`src/hdl/csc_defs.svh`:
```
// offsets, field positions, reset values and counts of the calendar second counter
`ifndef CSC_DEFS_SVH
`define CSC_DEFS_SVH

`define CSC_ADDR_W          8
`define CSC_ADDR_TRIM       8'h00
`define CSC_ADDR_COUNT      8'h04
`define CSC_ADDR_LOAD       8'h08
`define CSC_ADDR_CTRL       8'h0c
`define CSC_ADDR_IRQ_EN     8'h10
`define CSC_ADDR_FLAGS      8'h14
`define CSC_ADDR_FLAG_CLR   8'h18

`define CSC_CTRL_PRESET_BIT 0

`define CSC_SEC_LSB         0
`define CSC_MIN_LSB         8
`define CSC_HOUR_LSB        16
`define CSC_DAY_LSB         21

`define CSC_TRIM_RESET      10'h2cf
`define CSC_TERM_HIGH       11'h4c4
`define CSC_REF_DIV         8
`define CSC_REF_HZ          10000000
`define CSC_MCLK_HZ         100000000

`define CSC_SEC_LAST        6'h3b
`define CSC_MIN_LAST        6'h3b
`define CSC_HOUR_LAST       5'h17
`define CSC_INT10_LEN       6'h0a
`define CSC_INT30_LEN       6'h1e
`define CSC_INT60_LEN       6'h3c

`endif

```
`src/hdl/csc_pkg.sv`:
```
// types and field packing of the calendar second counter
`default_nettype none
`include "csc_defs.svh"
package csc_pkg;
  typedef struct packed {
    logic [10:0] day;
    logic [4:0]  hour;
    logic [5:0]  min;
    logic [5:0]  sec;
  } csc_cal_type;

  typedef logic [3:0] csc_flags_type;

  function automatic logic [31:0] csc_pack(input csc_cal_type c);
    logic [31:0] w;
    w = 32'h0;
    w[`CSC_SEC_LSB +: 6]  = c.sec;
    w[`CSC_MIN_LSB +: 6]  = c.min;
    w[`CSC_HOUR_LSB +: 5] = c.hour;
    w[`CSC_DAY_LSB +: 11] = c.day;
    return w;
  endfunction : csc_pack

  function automatic csc_cal_type csc_unpack(input logic [31:0] w);
    csc_cal_type c;
    c.sec  = w[`CSC_SEC_LSB +: 6];
    c.min  = w[`CSC_MIN_LSB +: 6];
    c.hour = w[`CSC_HOUR_LSB +: 5];
    c.day  = w[`CSC_DAY_LSB +: 11];
    return c;
  endfunction : csc_unpack
endpackage : csc_pkg
`default_nettype wire

```
`src/hdl/csc_sync.sv`:
```
// two flip-flop level synchroniser
`default_nettype none
module csc_sync #(
  parameter int WIDTH = 1
) (
  input  wire logic             mclk,
  input  wire logic             reset_n,
  input  wire logic [WIDTH-1:0] async_in,
  output var  logic [WIDTH-1:0] sync_q
);
  logic [WIDTH-1:0] meta_q;

  initial begin
    if (WIDTH < 1) $error("csc_sync width must be at least one");
  end

  always_ff @(posedge mclk) begin
    if (!reset_n) begin
      meta_q <= '0;
      sync_q <= '0;
    end else begin
      meta_q <= async_in;
      sync_q <= meta_q;
    end
  end
endmodule : csc_sync
`default_nettype wire

```
`src/hdl/csc_tick_gen.sv`:
```
// reference edge divider and trimmable one-second prescaler
`default_nettype none
`include "csc_defs.svh"
module csc_tick_gen
  import csc_pkg::*;
#(
  parameter int          REF_DIV   = `CSC_REF_DIV,
  parameter logic [10:0] TERM_HIGH = `CSC_TERM_HIGH
) (
  input  wire logic       mclk,
  input  wire logic       reset_n,
  input  wire logic       ref_level,
  input  wire logic [9:0] trim,
  output var  logic       sec_tick_q
);
  logic       ref_prev_q;
  logic [7:0] div_q;
  logic       slow_en_q;
  logic [20:0] pre_q;
  logic       ref_rise;
  logic [20:0] term;

  initial begin
    if (REF_DIV < 2 || REF_DIV > 256) $error("csc_tick_gen REF_DIV out of range");
  end

  assign ref_rise = ref_level & ~ref_prev_q;
  assign term     = {TERM_HIGH, trim};

  always_ff @(posedge mclk) begin
    if (!reset_n) ref_prev_q <= 1'b0;
    else          ref_prev_q <= ref_level;
  end

  always_ff @(posedge mclk) begin
    if (!reset_n) begin
      div_q     <= 8'h00;
      slow_en_q <= 1'b0;
    end else begin
      slow_en_q <= 1'b0;
      if (ref_rise) begin
        if (div_q == 8'(REF_DIV - 1)) begin
          div_q     <= 8'h00;
          slow_en_q <= 1'b1;
        end else begin
          div_q <= div_q + 8'h01;
        end
      end
    end
  end

  // >= keeps the counter from running away when trim is lowered mid-second
  always_ff @(posedge mclk) begin
    if (!reset_n) begin
      pre_q      <= 21'h0;
      sec_tick_q <= 1'b0;
    end else begin
      sec_tick_q <= 1'b0;
      if (slow_en_q) begin
        if (pre_q >= term) begin
          pre_q      <= 21'h0;
          sec_tick_q <= 1'b1;
        end else begin
          pre_q <= pre_q + 21'h1;
        end
      end
    end
  end
endmodule : csc_tick_gen
`default_nettype wire

```
`src/hdl/csc_top.sv`:
```
// calendar second counter: registers, calendar, interval flags and interrupt
// Operation
// - divide reference by eight first
// - terminal count 0x1312cf gives one second
// - only low ten bits come from trim
// - trim resets 0x2cf, accepts full range
// - one trim step about 0.8 ppm
// - count seconds, minutes, hours, days per tick
// - day field is eleven bits wide
// - preset enable high then low loads count
// - flags every 1, 10, 30, 60 seconds
// - flags set regardless of enables
// - reading flags clears returned flags
// - enabled set flag raises interrupt
`default_nettype none
`include "csc_defs.svh"
module csc_top
  import csc_pkg::*;
#(
  parameter int          REF_DIV   = `CSC_REF_DIV,
  parameter logic [10:0] TERM_HIGH = `CSC_TERM_HIGH
) (
  input  wire logic                   mclk,
  input  wire logic                   reset_n,
  input  wire logic                   ref_clk_in,
  input  wire logic [`CSC_ADDR_W-1:0] addr,
  input  wire logic [31:0]            wr_data,
  input  wire logic                   wr_en,
  input  wire logic                   rd_en,
  output var  logic [31:0]            rd_data_q,
  output var  logic                   irq_q
);
  logic [9:0]    trim_q;
  csc_cal_type   cal_q;
  csc_cal_type   cal_d;
  logic [31:0]   load_val_q;
  logic          preset_en_q;
  logic          preset_prev_q;
  csc_flags_type irq_en_q;
  csc_flags_type flags_q;
  csc_flags_type flags_d;
  csc_flags_type flag_set;
  csc_flags_type flag_clr;
  logic          ref_sync;
  logic          sec_tick;
  logic          load_pulse;
  logic [5:0]    int_cnt_q [3];

  initial begin
    if (`CSC_MCLK_HZ < 4 * `CSC_REF_HZ) $error("processor clock too slow to sample reference");
  end

  function automatic logic hit(input logic [`CSC_ADDR_W-1:0] a,
                               input logic [`CSC_ADDR_W-1:0] reg_addr);
    return a == reg_addr;
  endfunction : hit

  function automatic logic [5:0] interval_len(input int idx);
    case (idx)
      0:       return `CSC_INT10_LEN;
      1:       return `CSC_INT30_LEN;
      default: return `CSC_INT60_LEN;
    endcase
  endfunction : interval_len

  // reference is a pin from another clock: two flops before the edge detector
  csc_sync #(
    .WIDTH (1)
  ) u_ref_sync (
    .mclk     (mclk),
    .reset_n  (reset_n),
    .async_in (ref_clk_in),
    .sync_q   (ref_sync)
  );

  csc_tick_gen #(
    .REF_DIV   (REF_DIV),
    .TERM_HIGH (TERM_HIGH)
  ) u_tick_gen (
    .mclk       (mclk),
    .reset_n    (reset_n),
    .ref_level  (ref_sync),
    .trim       (trim_q),
    .sec_tick_q (sec_tick)
  );

  // trim register
  always_ff @(posedge mclk) begin
    if (!reset_n) begin
      trim_q <= `CSC_TRIM_RESET;
    end else if (wr_en && hit(addr, `CSC_ADDR_TRIM)) begin
      trim_q <= wr_data[9:0];
    end
  end

  // preset value and control
  always_ff @(posedge mclk) begin
    if (!reset_n) begin
      load_val_q <= 32'h0;
    end else if (wr_en && hit(addr, `CSC_ADDR_LOAD)) begin
      load_val_q <= csc_pack(csc_unpack(wr_data));
    end
  end

  always_ff @(posedge mclk) begin
    if (!reset_n) begin
      preset_en_q   <= 1'b0;
      preset_prev_q <= 1'b0;
    end else begin
      preset_prev_q <= preset_en_q;
      if (wr_en && hit(addr, `CSC_ADDR_CTRL)) begin
        preset_en_q <= wr_data[`CSC_CTRL_PRESET_BIT];
      end
    end
  end

  // the load happens on the falling side so a held-high enable loads once
  assign load_pulse = preset_prev_q & ~preset_en_q;

  // calendar next value; a load wins over a tick in the same cycle
  always_comb begin
    cal_d = cal_q;
    if (load_pulse) begin
      cal_d = csc_unpack(load_val_q);
    end else if (sec_tick) begin
      if (cal_q.sec >= `CSC_SEC_LAST) begin
        cal_d.sec = 6'h00;
        if (cal_q.min >= `CSC_MIN_LAST) begin
          cal_d.min = 6'h00;
          if (cal_q.hour >= `CSC_HOUR_LAST) begin
            cal_d.hour = 5'h00;
            cal_d.day  = cal_q.day + 11'h001;
          end else begin
            cal_d.hour = cal_q.hour + 5'h01;
          end
        end else begin
          cal_d.min = cal_q.min + 6'h01;
        end
      end else begin
        cal_d.sec = cal_q.sec + 6'h01;
      end
    end
  end

  always_ff @(posedge mclk) begin
    if (!reset_n) cal_q <= '0;
    else          cal_q <= cal_d;
  end

  // interval counters of elapsed ticks, free of the calendar so a preset
  // does not shift the interval flags
  genvar g;
  generate
    for (g = 0; g < 3; g++) begin : g_interval
      always_ff @(posedge mclk) begin
        if (!reset_n) begin
          int_cnt_q[g] <= 6'h00;
        end else if (sec_tick) begin
          if (int_cnt_q[g] == interval_len(g) - 6'h01) int_cnt_q[g] <= 6'h00;
          else                                         int_cnt_q[g] <= int_cnt_q[g] + 6'h01;
        end
      end
      assign flag_set[g+1] = sec_tick && (int_cnt_q[g] == interval_len(g) - 6'h01);

    end
  endgenerate

  assign flag_set[0] = sec_tick;

  // read clears only the bits it returned; a set in the same cycle survives
  always_comb begin
    flag_clr = 4'h0;
    if (rd_en && hit(addr, `CSC_ADDR_FLAGS)) begin
      flag_clr = flags_q;
    end
    if (wr_en && hit(addr, `CSC_ADDR_FLAG_CLR)) begin
      flag_clr = flag_clr | wr_data[3:0];
    end
    flags_d = (flags_q & ~flag_clr) | flag_set;
  end

  always_ff @(posedge mclk) begin
    if (!reset_n) flags_q <= 4'h0;
    else          flags_q <= flags_d;
  end

  always_ff @(posedge mclk) begin
    if (!reset_n) begin
      irq_en_q <= 4'h0;
    end else if (wr_en && hit(addr, `CSC_ADDR_IRQ_EN)) begin
      irq_en_q <= wr_data[3:0];
    end
  end

  always_ff @(posedge mclk) begin
    if (!reset_n) irq_q <= 1'b0;
    else          irq_q <= |(flags_q & irq_en_q);
  end

  // read data valid in the cycle after the strobe only
  always_ff @(posedge mclk) begin
    if (!reset_n) begin
      rd_data_q <= 32'h0;
    end else if (rd_en) begin
      unique case (addr)
        `CSC_ADDR_TRIM:   rd_data_q <= {22'h0, trim_q};
        `CSC_ADDR_COUNT:  rd_data_q <= csc_pack(cal_q);
        `CSC_ADDR_LOAD:   rd_data_q <= load_val_q;
        `CSC_ADDR_CTRL:   rd_data_q <= {31'h0, preset_en_q};
        `CSC_ADDR_IRQ_EN: rd_data_q <= {28'h0, irq_en_q};
        `CSC_ADDR_FLAGS:  rd_data_q <= {28'h0, flags_q};
        default:          rd_data_q <= 32'h0;
      endcase
    end else begin
      rd_data_q <= 32'h0;
    end
  end
endmodule : csc_top
`default_nettype wire

```
`config.mk`:
```
export PLATFORM = sky130hd
export DESIGN_NAME = csc_top
export DESIGN_NICKNAME = d
export VERILOG_FILES = /design/src/hdl/csc_pkg.sv /design/src/hdl/csc_sync.sv /design/src/hdl/csc_tick_gen.sv /design/src/hdl/csc_top.sv
export VERILOG_INCLUDE_DIRS = /design/src /design/src/hdl
export SDC_FILE = /design/constraint.sdc
export NUM_CORES = 1
export LEC_CHECK = 0
export ABC_AREA = 0
export BUFFER_PORTS_ARGS = -buffer_cell sky130_fd_sc_hd__buf_2
export CAP_MARGIN = 10
export CORE_MARGIN = 4
export CORE_UTILIZATION = 50
export CTS_CLUSTER_SIZE = 24
export DETAILED_ROUTE_END_ITERATION = 6
export HOLD_SLACK_MARGIN = 0.05
export PLACE_DENSITY = 0.69
export SYNTH_ARGS = -nofsm -noshare
export SYNTH_HDL_FRONTEND = slang
export SYNTH_HIERARCHICAL = 1
export SYNTH_SLANG_ARGS = --single-unit
```
`constraint.sdc`:
```
create_clock -name mclk -period 2.6 [get_ports mclk]
set_clock_uncertainty 0.2 [all_clocks]
set_input_delay 0.26 -clock mclk [delete_from_list [all_inputs] [get_ports mclk]]
set_output_delay 0.26 -clock mclk [all_outputs]
set_load 0.05 [all_outputs]
```
-- After elaboration in Yosys (flattened, before gate mapping)
Memories as Yosys holds them, arrays and structs flattened.
Index checks and enable logic that the tools add are counted.
- bits in registers: 143
- memory bits (writable): 18
- input bits: 45
- logic and storage cells: 125
- memories kept: 1
- add/sub/neg operators: 9
- order comparisons: 4
- equal/unequal tests: 10
- mux-type cells: 46
- bitwise gates (word level): 15
- reductions and logical operators: 21
- memories (name ; depth ; width ; rd ports ; clocked after Yosys merged registers in ; wr ports ; RTL line ; source):
    int_cnt_q ; 3 ; 6 ; 3 ; 0 ; 3 ; csc_top.sv:47 ; logic [5:0] int_cnt_q [3];
- operators by type and width (kind ; count):
    one-hot mux 32 bit (6 select lines) ; 1
    two-way mux 28 bit ; 2
    two-way mux 6 bit ; 8
    adder 6 x 1 -> 6 bit, second input constant ; 5
    two-way mux 1 bit ; 27
    equality test 8 x 5 -> 1 bit, second input constant ; 3
    two-way mux 22 bit ; 1
    adder 21 x 1 -> 21 bit, second input constant ; 1
    greater-or-equal comparator 21 bit ; 1
    two-way mux 21 bit ; 1
    equality test 8 x 3 -> 1 bit, second input constant ; 2
    equality test 8 x 4 -> 1 bit, second input constant ; 2
    two-way mux 16 bit ; 1
    greater-or-equal comparator 6 bit, second input constant ; 2
    adder 11 x 1 -> 11 bit, second input constant ; 1
    two-way mux 11 bit ; 1
    logical AND 1 bit ; 9
    adder 8 x 1 -> 8 bit, second input constant ; 1
    bitwise AND 4 bit ; 2
    logical NOT 8 bit ; 1
    two-way mux 4 bit ; 2
    two-way mux 8 bit ; 1
    OR 4 bit ; 2
    AND reduction 2 bit ; 4
    other kinds (14) ; 24

-- Longest topological paths before layout
Gate-level depths: netlist of the first run.
- depth in word-level cells: 8
- mapped depth: 8
- gate-level depth less buffers: 7

-- Cells and area by module
Netlist of the first run, hierarchy kept.
- by module, submodules not included (module ; times used ; cells an instance ; area an instance (um2) ; seq. area each (um2)):
    csc_top ; 1 ; 649 ; 5662.9 ; 2682.6
    csc_tick_gen ; 1 ; 195 ; 1856.8 ; 640.6
    csc_sync ; 1 ; 4 ; 52.6 ; 40.0

-- Worst setup path after synthesis of the first run
OpenSTA, ideal clock, no wires.
- path type: register to register
- start point: register u_tick_gen.pre_q[0]
- end point: register u_tick_gen.pre_q[10]
- setup time: 0.081 ns
- arrival: 1.953 ns
- required time: 2.319 ns
- slack: 0.365 ns
- cell stages (with the launch flop): 9
- cells stage by stage: dfxtp_1 inv_1 ha_1 nand2b_1 a2111oi_0 o21ai_0 a211o_1 buf_6 a211oi_2
- longest elaborated chain between the ends: 2
- elaborated cells on any way between the ends: 3
- those cells by class: add/sub: 1; order compare: 1; mux: 1
- RTL lines (what ; RTL line ; source):
    from (decl) ; csc_tick_gen.sv:19 ; logic [20:0] pre_q;
    from (signal assigned) ; csc_tick_gen.sv:64 ; pre_q <= pre_q + 21'h1;
    adder 21 x 1 -> 21 bit / greater-or-equal comparator 21 bit (equally long branches) ; csc_tick_gen.sv:64, csc_tick_gen.sv:60 ;
    two-way mux 21 bit (*) ; csc_tick_gen.sv:60 ; if (pre_q >= term) begin
Every way passes the cells marked *; elsewhere a longest branch is shown, timed or not.
A chain may end at the register's enable or synchronous reset.

-- Worst setup path in the final report of the first run
- start point: input addr[4]
- end point: register trim_q[6]
- longest elaborated chain between the ends: 2
- RTL lines (what ; RTL line ; source):
    from (decl) ; csc_top.sv:26 ; input wire logic [`CSC_ADDR_W-1:0] addr,
    logical NOT 8 bit ; csc_top.sv:55 ; return a == reg_addr;
    logical AND 1 bit ; csc_top.sv:91 ; end else if (wr_en && hit(addr, `CSC_ADDR_TRIM)) begin
    to (signal assigned) ; csc_top.sv:90 ; trim_q <= `CSC_TRIM_RESET;
    to (signal assigned) ; csc_top.sv:92 ; trim_q <= wr_data[9:0];
    to (decl) ; csc_top.sv:33 ; logic [9:0] trim_q;
Every way passes these cells.

==> metrics.cfg, run 1 <==
[logic_synthesis]
synth_compound_area_share_pct=19.2
synth_cells=848
synth-xor-area-share_pct=4.63
synth_area_sq_um=7570
synth_ff_type=dfxtp_1
ys_types=71
synth_top_family_by_area=simple AND/OR/NAND/NOR gates
synth_fa_ha_area_share_pct=3.47
yosys.area_share.simple_pct=21.8
synth_edf_count=18
ys_seq_area_share_pct=44.4
ys_warn_count=6
muxShareOfSynthArea_pct=1.60
avgSynthCellArea_sq_um=8.93
async_reset_ff_share_pct=0
ys_ff_latch=159

[grt]
grt_util_all_layers_pct=20.8
first_global_vias=6008
grt_pass1_wl_mm=28.7
antenna_found_initial=1
gr-total-overflow=0
grt_max_degree=43

[final_layout]
mostFrequentLayoutCells=dfxtp_1, nand2_1, nor2_1
diodes=0
design_area_sq_um=9110
fill_cells=1295
area_growth_pct=20.3
multiInputGateArea_sq_um=3860
drive_gt1_share_pct=17.3
final_nets=1018
final_common_cell=dfxtp_1
regArea_sq_um=3360

[clocking]
cts_root_buf=clkbuf_16
cts.clk_slew.worst_paths_ns=0.06
cts_buffers=17
clock_latency_ns=0.43
cts_setup_buffers=0
clock-sinks=159
max-clock-path-buffers=2
cts_tree=built
htreeDepth=4

[hold_path]
hold_class=primary input to flip-flop

[setup_path]
crit_required_ns=2.71
crit_path_end_kind=flip-flop
worstPathArrival_ns=2.51
cp-start-kind=primary input
worstSetupPathType=primary input to flip-flop
path_max_fanout=12

[drt]
dr.pass1.iters=5
viasPerCell=5.54
drt_iter0_drc=356
drt_wl_total_mm=17.2
drc=0
ant_nets=0
vias=6365
wl_per_cell_microns=15.0

[sta]
post-route-period-util_pct=92.2
drv_slew=0
max_slew_margin_pct=58.2
setup_tns_ns=0
fin_crit_ns=2.40
rsz0062_at_grt=false
finalSetupViolations=0
hold_viol_final=0
worst_slew_pin_slew_ns=0.622
fmax_mhz=417

[placed_design]
port_buffers=73
gp_congestion=0.815
dpl_cell_area_sq_um=8130
place_hpwl_mm=11.8

[power_and_ir_drop]
ir_worst_vdd_mv=0.471
power.leakage_nw=3.44
cellPowerDensity_nw_per_um2=577

[floorplanning]
io_pins=78
num_rows=44
die_w_microns=131
initial_utilization_pct=51.5
die_h_microns=131
dieArea_sq_um=17200
core_sq_um=14700

[status]
outcome=complete, no violations

[run]
cap_violations=0

kinds of logic after synthesis:
kind of cell / Yosys count
flip-flops: 159
buffers and inverters: 79
AND/OR/NAND/NOR: 338
other: 1
adder cells (fa/ha/maj): 21
multiplexers: 12
AO/OA/AOI/OAI: 198
XOR/XNOR: 40
metal layers:
layer  part of all wire, %  global-route usage, %  vias up
met1                    44                   25.6     2998
met2                    51                   36.1       99
met5                  0.12                      0        -
met4                   1.3                   7.02        2
li1                      -                      -     3246
met3                   3.6                   4.58       20
metrics by stage:
stage,instances,hold slack (ns),total power (W),utilization [%],setup WS (ns)
after floorplan,849,0.182,0.00265,-,0.365
after global placement,1081,0.208,0.00272,55.3,0.251
after detailed placement,1081,0.220,0.00272,55.3,0.218
after CTS,1149,0.111,0.00530,62.0,0.105
after global routing,1149,0.138,0.00543,62.0,0.0292
final,1149,0.125,0.00526,62.0,0.203
flip-flops by register name, indices dropped and copies added (netlist names), 4 cells and up:
register and cells:
u_tick_gen/pre_q 21, cal_q 28, load_val_q 28, trim_q 10, rd_data_q 30, u_tick_gen/div_q 8, irq_en_q 4, int_cnt_q 18
flags_q 4
final timing paths:
kind	startpoint	end	slack, ns	cells past startpoint
worst max-delay path	addr[4]	trim_q[6]	0.20	7
worst min-delay path	addr[1]	rd_data_q[3]	0.12	4
worst max register to register	u_tick_gen/pre_q[0]	u_tick_gen/pre_q[17]	0.21	8
worst min register to register	u_ref_sync/meta_q	u_ref_sync/sync_q	0.24	1
final cells by class:
| class | instances | share of cell area (%) |
|---|---|---|
| Multi-Input combinational cell | 611 | 42.4 |
| Clock inverter | 8 | 1.11 |
| Tap cell | 184 | 2.53 |
| Timing Repair Buffer | 139 | 10.4 |
| Clock buffer | 24 | 5.64 |
| Inverter | 24 | 0.989 |
| Sequential cell | 159 | 36.9 |
Yosys cell counts (5+ instances only):
cell type	number	share of area, %
or4_1	5	0.50
mux2i_1	11	1.5
xor2_1	13	1.5
nor2b_1	7	0.58
o211ai_1	5	0.50
nand4_1	14	1.2
nor3_1	14	0.93
and3_1	12	0.99
a22oi_1	30	3.0
a22o_1	8	0.93
or3_1	9	0.74
nand3_1	32	2.1
ha_1	21	3.5
nor2_1	87	4.3
buf_2	16	1.1
clkbuf_1	26	1.3
nor4_1	11	0.91
a211oi_2	20	3.3
xnor2_1	27	3.1
inv_1	23	1.1
buf_4	5	0.50
a21oi_1	44	2.9
dfxtp_1	141	37
edfxtp_1	18	7.1
nand2_1	113	5.6
o21ai_0	33	2.2
and2_1	10	0.83
a211oi_1	8	0.79
a31oi_1	11	0.91
critical path, cell delays in order:
cell,delay [ns]
dlygate4sd3_1,0.53
buf_2,0.19
nor4_2,0.25
buf_4,0.23
and3_2,0.35
o211ai_1,0.11
dlygate4sd3_1,0.58
where the power goes:
part | switching, W | total, W | internal [W]
combinational | 0.000109 | 0.000199 | 0.0000902
clock | 0.000978 | 0.00256 | 0.00158
sequential | 0.0000128 | 0.00251 | 0.00249
total | 0.00110 | 0.00526 | 0.00416
repair_timing:
| action | 4_1_cts | 5_1_grt |
|---|---|---|
| setup endpoints to repair | 0 | 4 |
| hold buffers | 36 | 0 |
| hold endpoints to repair | 52 | 0 |
| resized for setup | 0 | 2 |
No activity file was read; power rests on OpenSTA's default activity.
==> run 2, diff against run 1 <==
--- a/config.mk
+++ b/config.mk
@@ -9,6 +9,7 @@
 export ABC_AREA = 0
 export BUFFER_PORTS_ARGS = -buffer_cell sky130_fd_sc_hd__buf_2
 export CAP_MARGIN = 10
+export CORE_ASPECT_RATIO = 1.25
 export CORE_MARGIN = 4
 export CORE_UTILIZATION = 50
 export CTS_CLUSTER_SIZE = 24
==> metrics.cfg, run 2 (synthesized netlist as in run 1, its figures left out) <==
[final_layout]
final_nets=1012  ; -0.59%
drive_gt1_share_pct=16.9  ; -0.41 points
area_growth_pct=19.5
reg_top3=rd_data_q (30), cal_q (28), load_val_q (28)
fill_cells=1367  ; +5.6%
largest_reg_flops=30  ; unchanged
final_common_cell=dfxtp_1
top_register=rd_data_q
mostFrequentLayoutCells=dfxtp_1, nand2_1, nor2_1
diodes=0  ; unchanged

[placed_design]
gp_congestion=0.857  ; +5.2%
port_buffers=73  ; unchanged
place_hpwl_mm=12.0  ; +1.0%

[clocking]
max-clock-path-buffers=2  ; unchanged
clock-sinks=159  ; unchanged
clock_latency_ns=0.42  ; about the same
cts_buffers=17  ; unchanged
post_cts_resize_count=0  ; unchanged
cts_setup_buffers=0  ; unchanged
cts_hold_buffers=34  ; -5.6%
cts_tree=built
htreeDepth=4  ; unchanged
cts.clk_slew.worst_paths_ns=0.06  ; about the same
cts_root_buf=clkbuf_16

[floorplanning]
die_h_microns=146  ; +11%
dieArea_sq_um=17200  ; about the same
core_sq_um=14900  ; +1.3%
initial_utilization_pct=50.9  ; -0.66 points
num_rows=50  ; +14%
die_w_microns=118  ; -9.9%
io_pins=78  ; unchanged

[setup_path]
crit_path_end_kind=flip-flop
cp-start-kind=flip-flop
crit_required_ns=2.73  ; +0.02 ns
r2r_slack_ns=0.24  ; +0.03 ns
reg2regPathDepth=7  ; -1
worstPathArrival_ns=2.50  ; about the same
slowest_stage=a2111oi_0
max_stage_delay_ns=0.38  ; -0.20 ns
crit_chain=ha_1 > nand2b_1 > a2111oi_0 > o21ai_0 > a211o_1 > buf_4 > a211oi_1
critPathBufInv=1  ; -3
worstSetupPathType=flip-flop to flip-flop
path_max_fanout=13  ; +1
r2r-start=trim_q[0]
r2r-end=u_tick_gen/pre_q[2]
critPathTopFamily=compound AO/OA/AOI/OAI gates

[drt]
ant_nets=0  ; unchanged
dr.pass1.iters=5  ; unchanged
drt_iter0_drc=372  ; +4.5%
drc=0  ; unchanged
viasPerCell=5.59  ; +0.88%
vias=6376  ; +0.17%
drt_wl_total_mm=17.2  ; +0.12%
wl_per_cell_microns=15.1  ; +0.82%

[status]
outcome=complete, no violations

[sta]
rsz0062_at_grt=false
fin_crit_ns=2.36  ; -0.0349 ns
post-route-period-util_pct=90.8  ; -1.3 points
max_slew_margin_pct=59.2  ; +1.0 points
hold_viol_final=0  ; unchanged
setup_tns_ns=0  ; unchanged
finalSetupViolations=0  ; unchanged
worst_slew_pin_slew_ns=0.604  ; -0.0182 ns
fmax_mhz=423  ; +1.5%
drv_slew=0  ; unchanged

[run]
cap_violations=0  ; unchanged

[grt]
first_global_vias=6226  ; +3.6%
grt_max_degree=43  ; unchanged
grt_pass1_wl_mm=29.3  ; +1.9%
grt_util_all_layers_pct=20.4  ; -0.37 points
gr-total-overflow=0  ; unchanged
antenna_found_initial=0  ; -1

[power_and_ir_drop]
cellPowerDensity_nw_per_um2=573  ; -0.68%
fin_total_pwr_w=0.00519  ; -1.4%
power.leakage_nw=3.42  ; -0.59%
ir_worst_vdd_mv=0.389  ; -17%

[hold_path]
holdPathStages=2  ; -2
hold_class=primary input to flip-flop
hp-start=reset_n
worstHoldEndpoint=trim_q[9]

-- run 2: layout make-up --
| class | count | area [sq um] | share of cell area [%] |
|---|---|---|---|
| multi-input cells | 611 | 3860 | 42.7 |
| flip-flops and latches | 159 | 3360 | 37.2 |
| repair buffers | 133 | 913 | 10.1 |
| clock buffers | 24 | 492 | 5.43 |
| well taps | 182 | 228 | 2.52 |
| clock inverters | 8 | 104 | 1.15 |
| inverters | 24 | 90.1 | 0.995 |
-- run 2: how the worst max path moves through the flow --
stage	start	end	slack (ns)	cells after the start
after global placement	u_tick_gen/pre_q[0]	u_tick_gen/pre_q[2]	0.24	8
final	trim_q[0]	u_tick_gen/pre_q[2]	0.24	7
after CTS	u_tick_gen/pre_q[0]	u_tick_gen/pre_q[2]	0.25	8
after global routing	trim_q[0]	u_tick_gen/pre_q[2]	0.08	7
after detailed placement	trim_q[0]	u_tick_gen/pre_q[2]	0.28	7
after floorplan	u_tick_gen/pre_q[0]	u_tick_gen/pre_q[10]	0.37	8
-- run 2: layer usage --
| metal | global-route usage [%] | vias up | routed length, microns |
|---|---|---|---|
| met1 | 22.6 | 3024 | 7030 |
| met2 | 38.5 | 92 | 9410 |
| met5 | 0 | - | 0 |
| met4 | 7.04 | 0 | 327 |
| met3 | 4.16 | 28 | 442 |
| li1 | - | 3232 | - |
-- run 2: power breakdown --
group	total (W)	leakage, nW	switching [W]	internal, W
combinational	0.000197	1.81	0.000109	0.0000872
sequential	0.00251	1.32	0.0000125	0.00249
clock	0.00249	0.287	0.000969	0.00152
total	0.00519	3.42	0.00109	0.00410
-- run 2: worst reg2reg max path: cells and delay by family (launching register included) --
kind / cells / cell delay [ns]
fa+ha+maj: 1 / 0.29
flops: 1 / 0.34
compound gates: 4 / 1.10
simple gates: 1 / 0.15
buf+inv: 1 / 0.21
-- run 2: per-stage QoR --
step           worst slack [ns]  area, sq um  utilization (%)  std cells  hold WS (ns)
2_1_floorplan             0.365         7580                -        849         0.182
3_3_place_gp              0.245         8110             54.5       1075         0.210
3_5_place_dp              0.278         8110             54.5       1075         0.217
4_1_cts                   0.246         9050             60.8       1141        0.0657
5_1_grt                  0.0816         9050             60.8       1141         0.102
6_report                  0.238         9050             60.8       1141        0.0702
==> run 3, diff against run 2 <==
--- a/config.mk
+++ b/config.mk
@@ -7,11 +7,13 @@
 export NUM_CORES = 1
 export LEC_CHECK = 0
 export ABC_AREA = 0
+export ABC_CLOCK_PERIOD_IN_PS = 2600
 export BUFFER_PORTS_ARGS = -buffer_cell sky130_fd_sc_hd__buf_2
 export CAP_MARGIN = 10
 export CORE_ASPECT_RATIO = 1.25
 export CORE_MARGIN = 4
 export CORE_UTILIZATION = 50
+export CTS_BUF_LIST = sky130_fd_sc_hd__clkbuf_8
 export CTS_CLUSTER_SIZE = 24
 export DETAILED_ROUTE_END_ITERATION = 6
 export HOLD_SLACK_MARGIN = 0.05
==> metrics.cfg, run 3 (synthesized netlist as in run 1, its figures left out) <==
[sta]
max_slew_margin_pct=57.7  ; -1.5 points
fin_crit_ns=2.42  ; +0.0619 ns
setup_tns_ns=0  ; unchanged
fmax_mhz=413  ; -2.6%
finalSetupViolations=0  ; unchanged
drv_slew=0  ; unchanged
worst_slew_pin_slew_ns=0.626  ; +0.0219 ns
post-route-period-util_pct=93.2  ; +2.4 points
hold_viol_final=0  ; unchanged
rsz0062_at_grt=false

[setup_path]
critPathBufInv=4  ; +3
worstPathArrival_ns=2.58  ; +0.08 ns
crit_chain=dlygate4sd3_1 > buf_2 > nor4_2 > buf_4 > nand3_1 > nand2_1 > nand3_1 > dlygate4sd3_1
max_stage_delay_ns=0.59  ; +0.21 ns
worstSetupPathType=primary input to flip-flop
slowest_stage=dlygate4sd3_1
cp-start-kind=primary input
critPathTopFamily=buffers and inverters
crit_path_end_kind=flip-flop
crit_required_ns=2.76  ; +0.03 ns
path_max_fanout=12  ; -1

[power_and_ir_drop]
internal_power_w=0.00352  ; -14%
clkPwrFrac_pct=40.5  ; -7.4 points
seqPwrFrac_pct=55.1  ; +6.8 points
switching_power_w=0.00102  ; -6.7%
fin_total_pwr_w=0.00454  ; -12%
p_sw_share_pct=22.4  ; +1.4 points
pwr-share-comb_pct=4.4  ; +0.6 points
power.leakage_nw=3.36  ; -2.0%
ir_worst_vdd_mv=0.313  ; -19%
cellPowerDensity_nw_per_um2=510  ; -11%

[clocking]
clock-sinks=159  ; unchanged
cts.clk_slew.worst_paths_ns=0.08  ; +0.02 ns
max-clock-path-buffers=2  ; unchanged
cts_setup_buffers=0  ; unchanged
cts_tree=built
clock_latency_ns=0.47  ; +0.05 ns
cts_root_buf=clkbuf_8
htreeDepth=4  ; unchanged
cts_buffers=17  ; unchanged

[final_layout]
final_common_cell=dfxtp_1
largest_reg_flops=30  ; unchanged
diodes=0  ; unchanged
final_nets=1016  ; +0.40%
reg_top3=rd_data_q (30), cal_q (28), load_val_q (28)
fill_cells=1387  ; +1.5%
drive_gt1_share_pct=16.9  ; +0.034 points
top_register=rd_data_q
area_growth_pct=17.5
mostFrequentLayoutCells=dfxtp_1, nand2_1, nor2_1
design_area_sq_um=8900  ; -1.7%

[hold_path]
hold_class=primary input to flip-flop

[placed_design]
place_hpwl_mm=12.0  ; unchanged
dpl_cell_area_sq_um=8110  ; unchanged
port_buffers=73  ; unchanged
gp_congestion=0.857  ; unchanged

[floorplanning]
initial_utilization_pct=50.9  ; unchanged
die_h_microns=146  ; unchanged
core_sq_um=14900  ; unchanged
dieArea_sq_um=17200  ; unchanged
num_rows=50  ; unchanged
die_w_microns=118  ; unchanged
io_pins=78  ; unchanged

[run]
cap_violations=0  ; unchanged

[drt]
dr.pass1.iters=5  ; unchanged
viasPerCell=5.57  ; -0.26%
vias=6382  ; +0.094%
drt_wl_total_mm=17.0  ; -0.93%
ant_nets=0  ; unchanged
wl_per_cell_microns=14.9  ; -1.3%
drt_iter0_drc=315  ; -15%
drc=0  ; unchanged

[grt]
first_global_vias=6156  ; -1.1%
gr-total-overflow=0  ; unchanged
grt_pass1_wl_mm=29.0  ; -0.87%
grt_max_degree=43  ; unchanged
grt_util_all_layers_pct=20.3  ; -0.16 points
antenna_found_initial=0  ; unchanged

[status]
outcome=complete, no violations

-- run 3: metal layers --
layer	vias up	wire (microns)	GRT usage [%]
met5	-	0	0
met1	3031	7020	22.7
met4	0	398	8.09
li1	3242	-	-
met2	79	9200	37.7
met3	30	426	3.65
-- run 3: per-stage QoR --
step | setup slack [ns] | utilization, % | hold WS [ns] | instances
floorplan | 0.365 | - | 0.182 | 849
global placement | 0.245 | 54.5 | 0.210 | 1075
detailed placement | 0.278 | 54.5 | 0.217 | 1075
CTS | 0.0999 | 59.8 | 0.0618 | 1145
global route | 0.0311 | 59.8 | 0.106 | 1145
finish | 0.176 | 59.8 | 0.0835 | 1145
-- run 3: area by class of cell --
cell class              instances  area, sq um  area share (%)
well taps                     182          228            2.56
flip-flops and latches        159         3360            37.8
inverters                      24         90.1            1.01
repair buffers                137          953            10.7
clock inverters                11          115            1.29
clock buffers                  21          289            3.25
multi-input cells             611         3860            43.4
-- run 3: worst reg2reg max path, cell delays in order (launching register included) --
cell	delay (ns)
dfxtp_1	0.34
ha_1	0.28
nand2b_1	0.15
a2111oi_0	0.38
o21ai_0	0.18
a211o_1	0.29
buf_4	0.21
a211oi_1	0.24
-- run 3: final timing paths --
| kind | startpoint | slack (ns) | depth (start not counted) | end |
|---|---|---|---|---|
| hold reg to reg | u_ref_sync/meta_q | 0.23 | 1 | u_ref_sync/sync_q |
| hold / removal | addr[6] | 0.08 | 5 | rd_data_q[6] |
| setup / recovery | addr[4] | 0.18 | 8 | trim_q[9] |
| setup reg to reg | trim_q[0] | 0.25 | 7 | u_tick_gen/pre_q[2] |
-- run 3: power groups by stage --
stage / sequential, W / combinational (W) / clock [W]
after detailed placement: 0.00256 / 0.000158 / 0
final: 0.00250 / 0.000198 / 0.00184
after global routing: 0.00251 / 0.000217 / 0.00198
after global placement: 0.00256 / 0.000158 / 0
after floorplan: 0.00256 / 0.0000915 / 0
after CTS: 0.00250 / 0.000199 / 0.00190
-- run 3: repair_timing --
item,CTS,global route
hold buffers,38,0
resized for setup,0,1
hold endpoints to repair,52,0
endpoints found under the setup margin,0,3
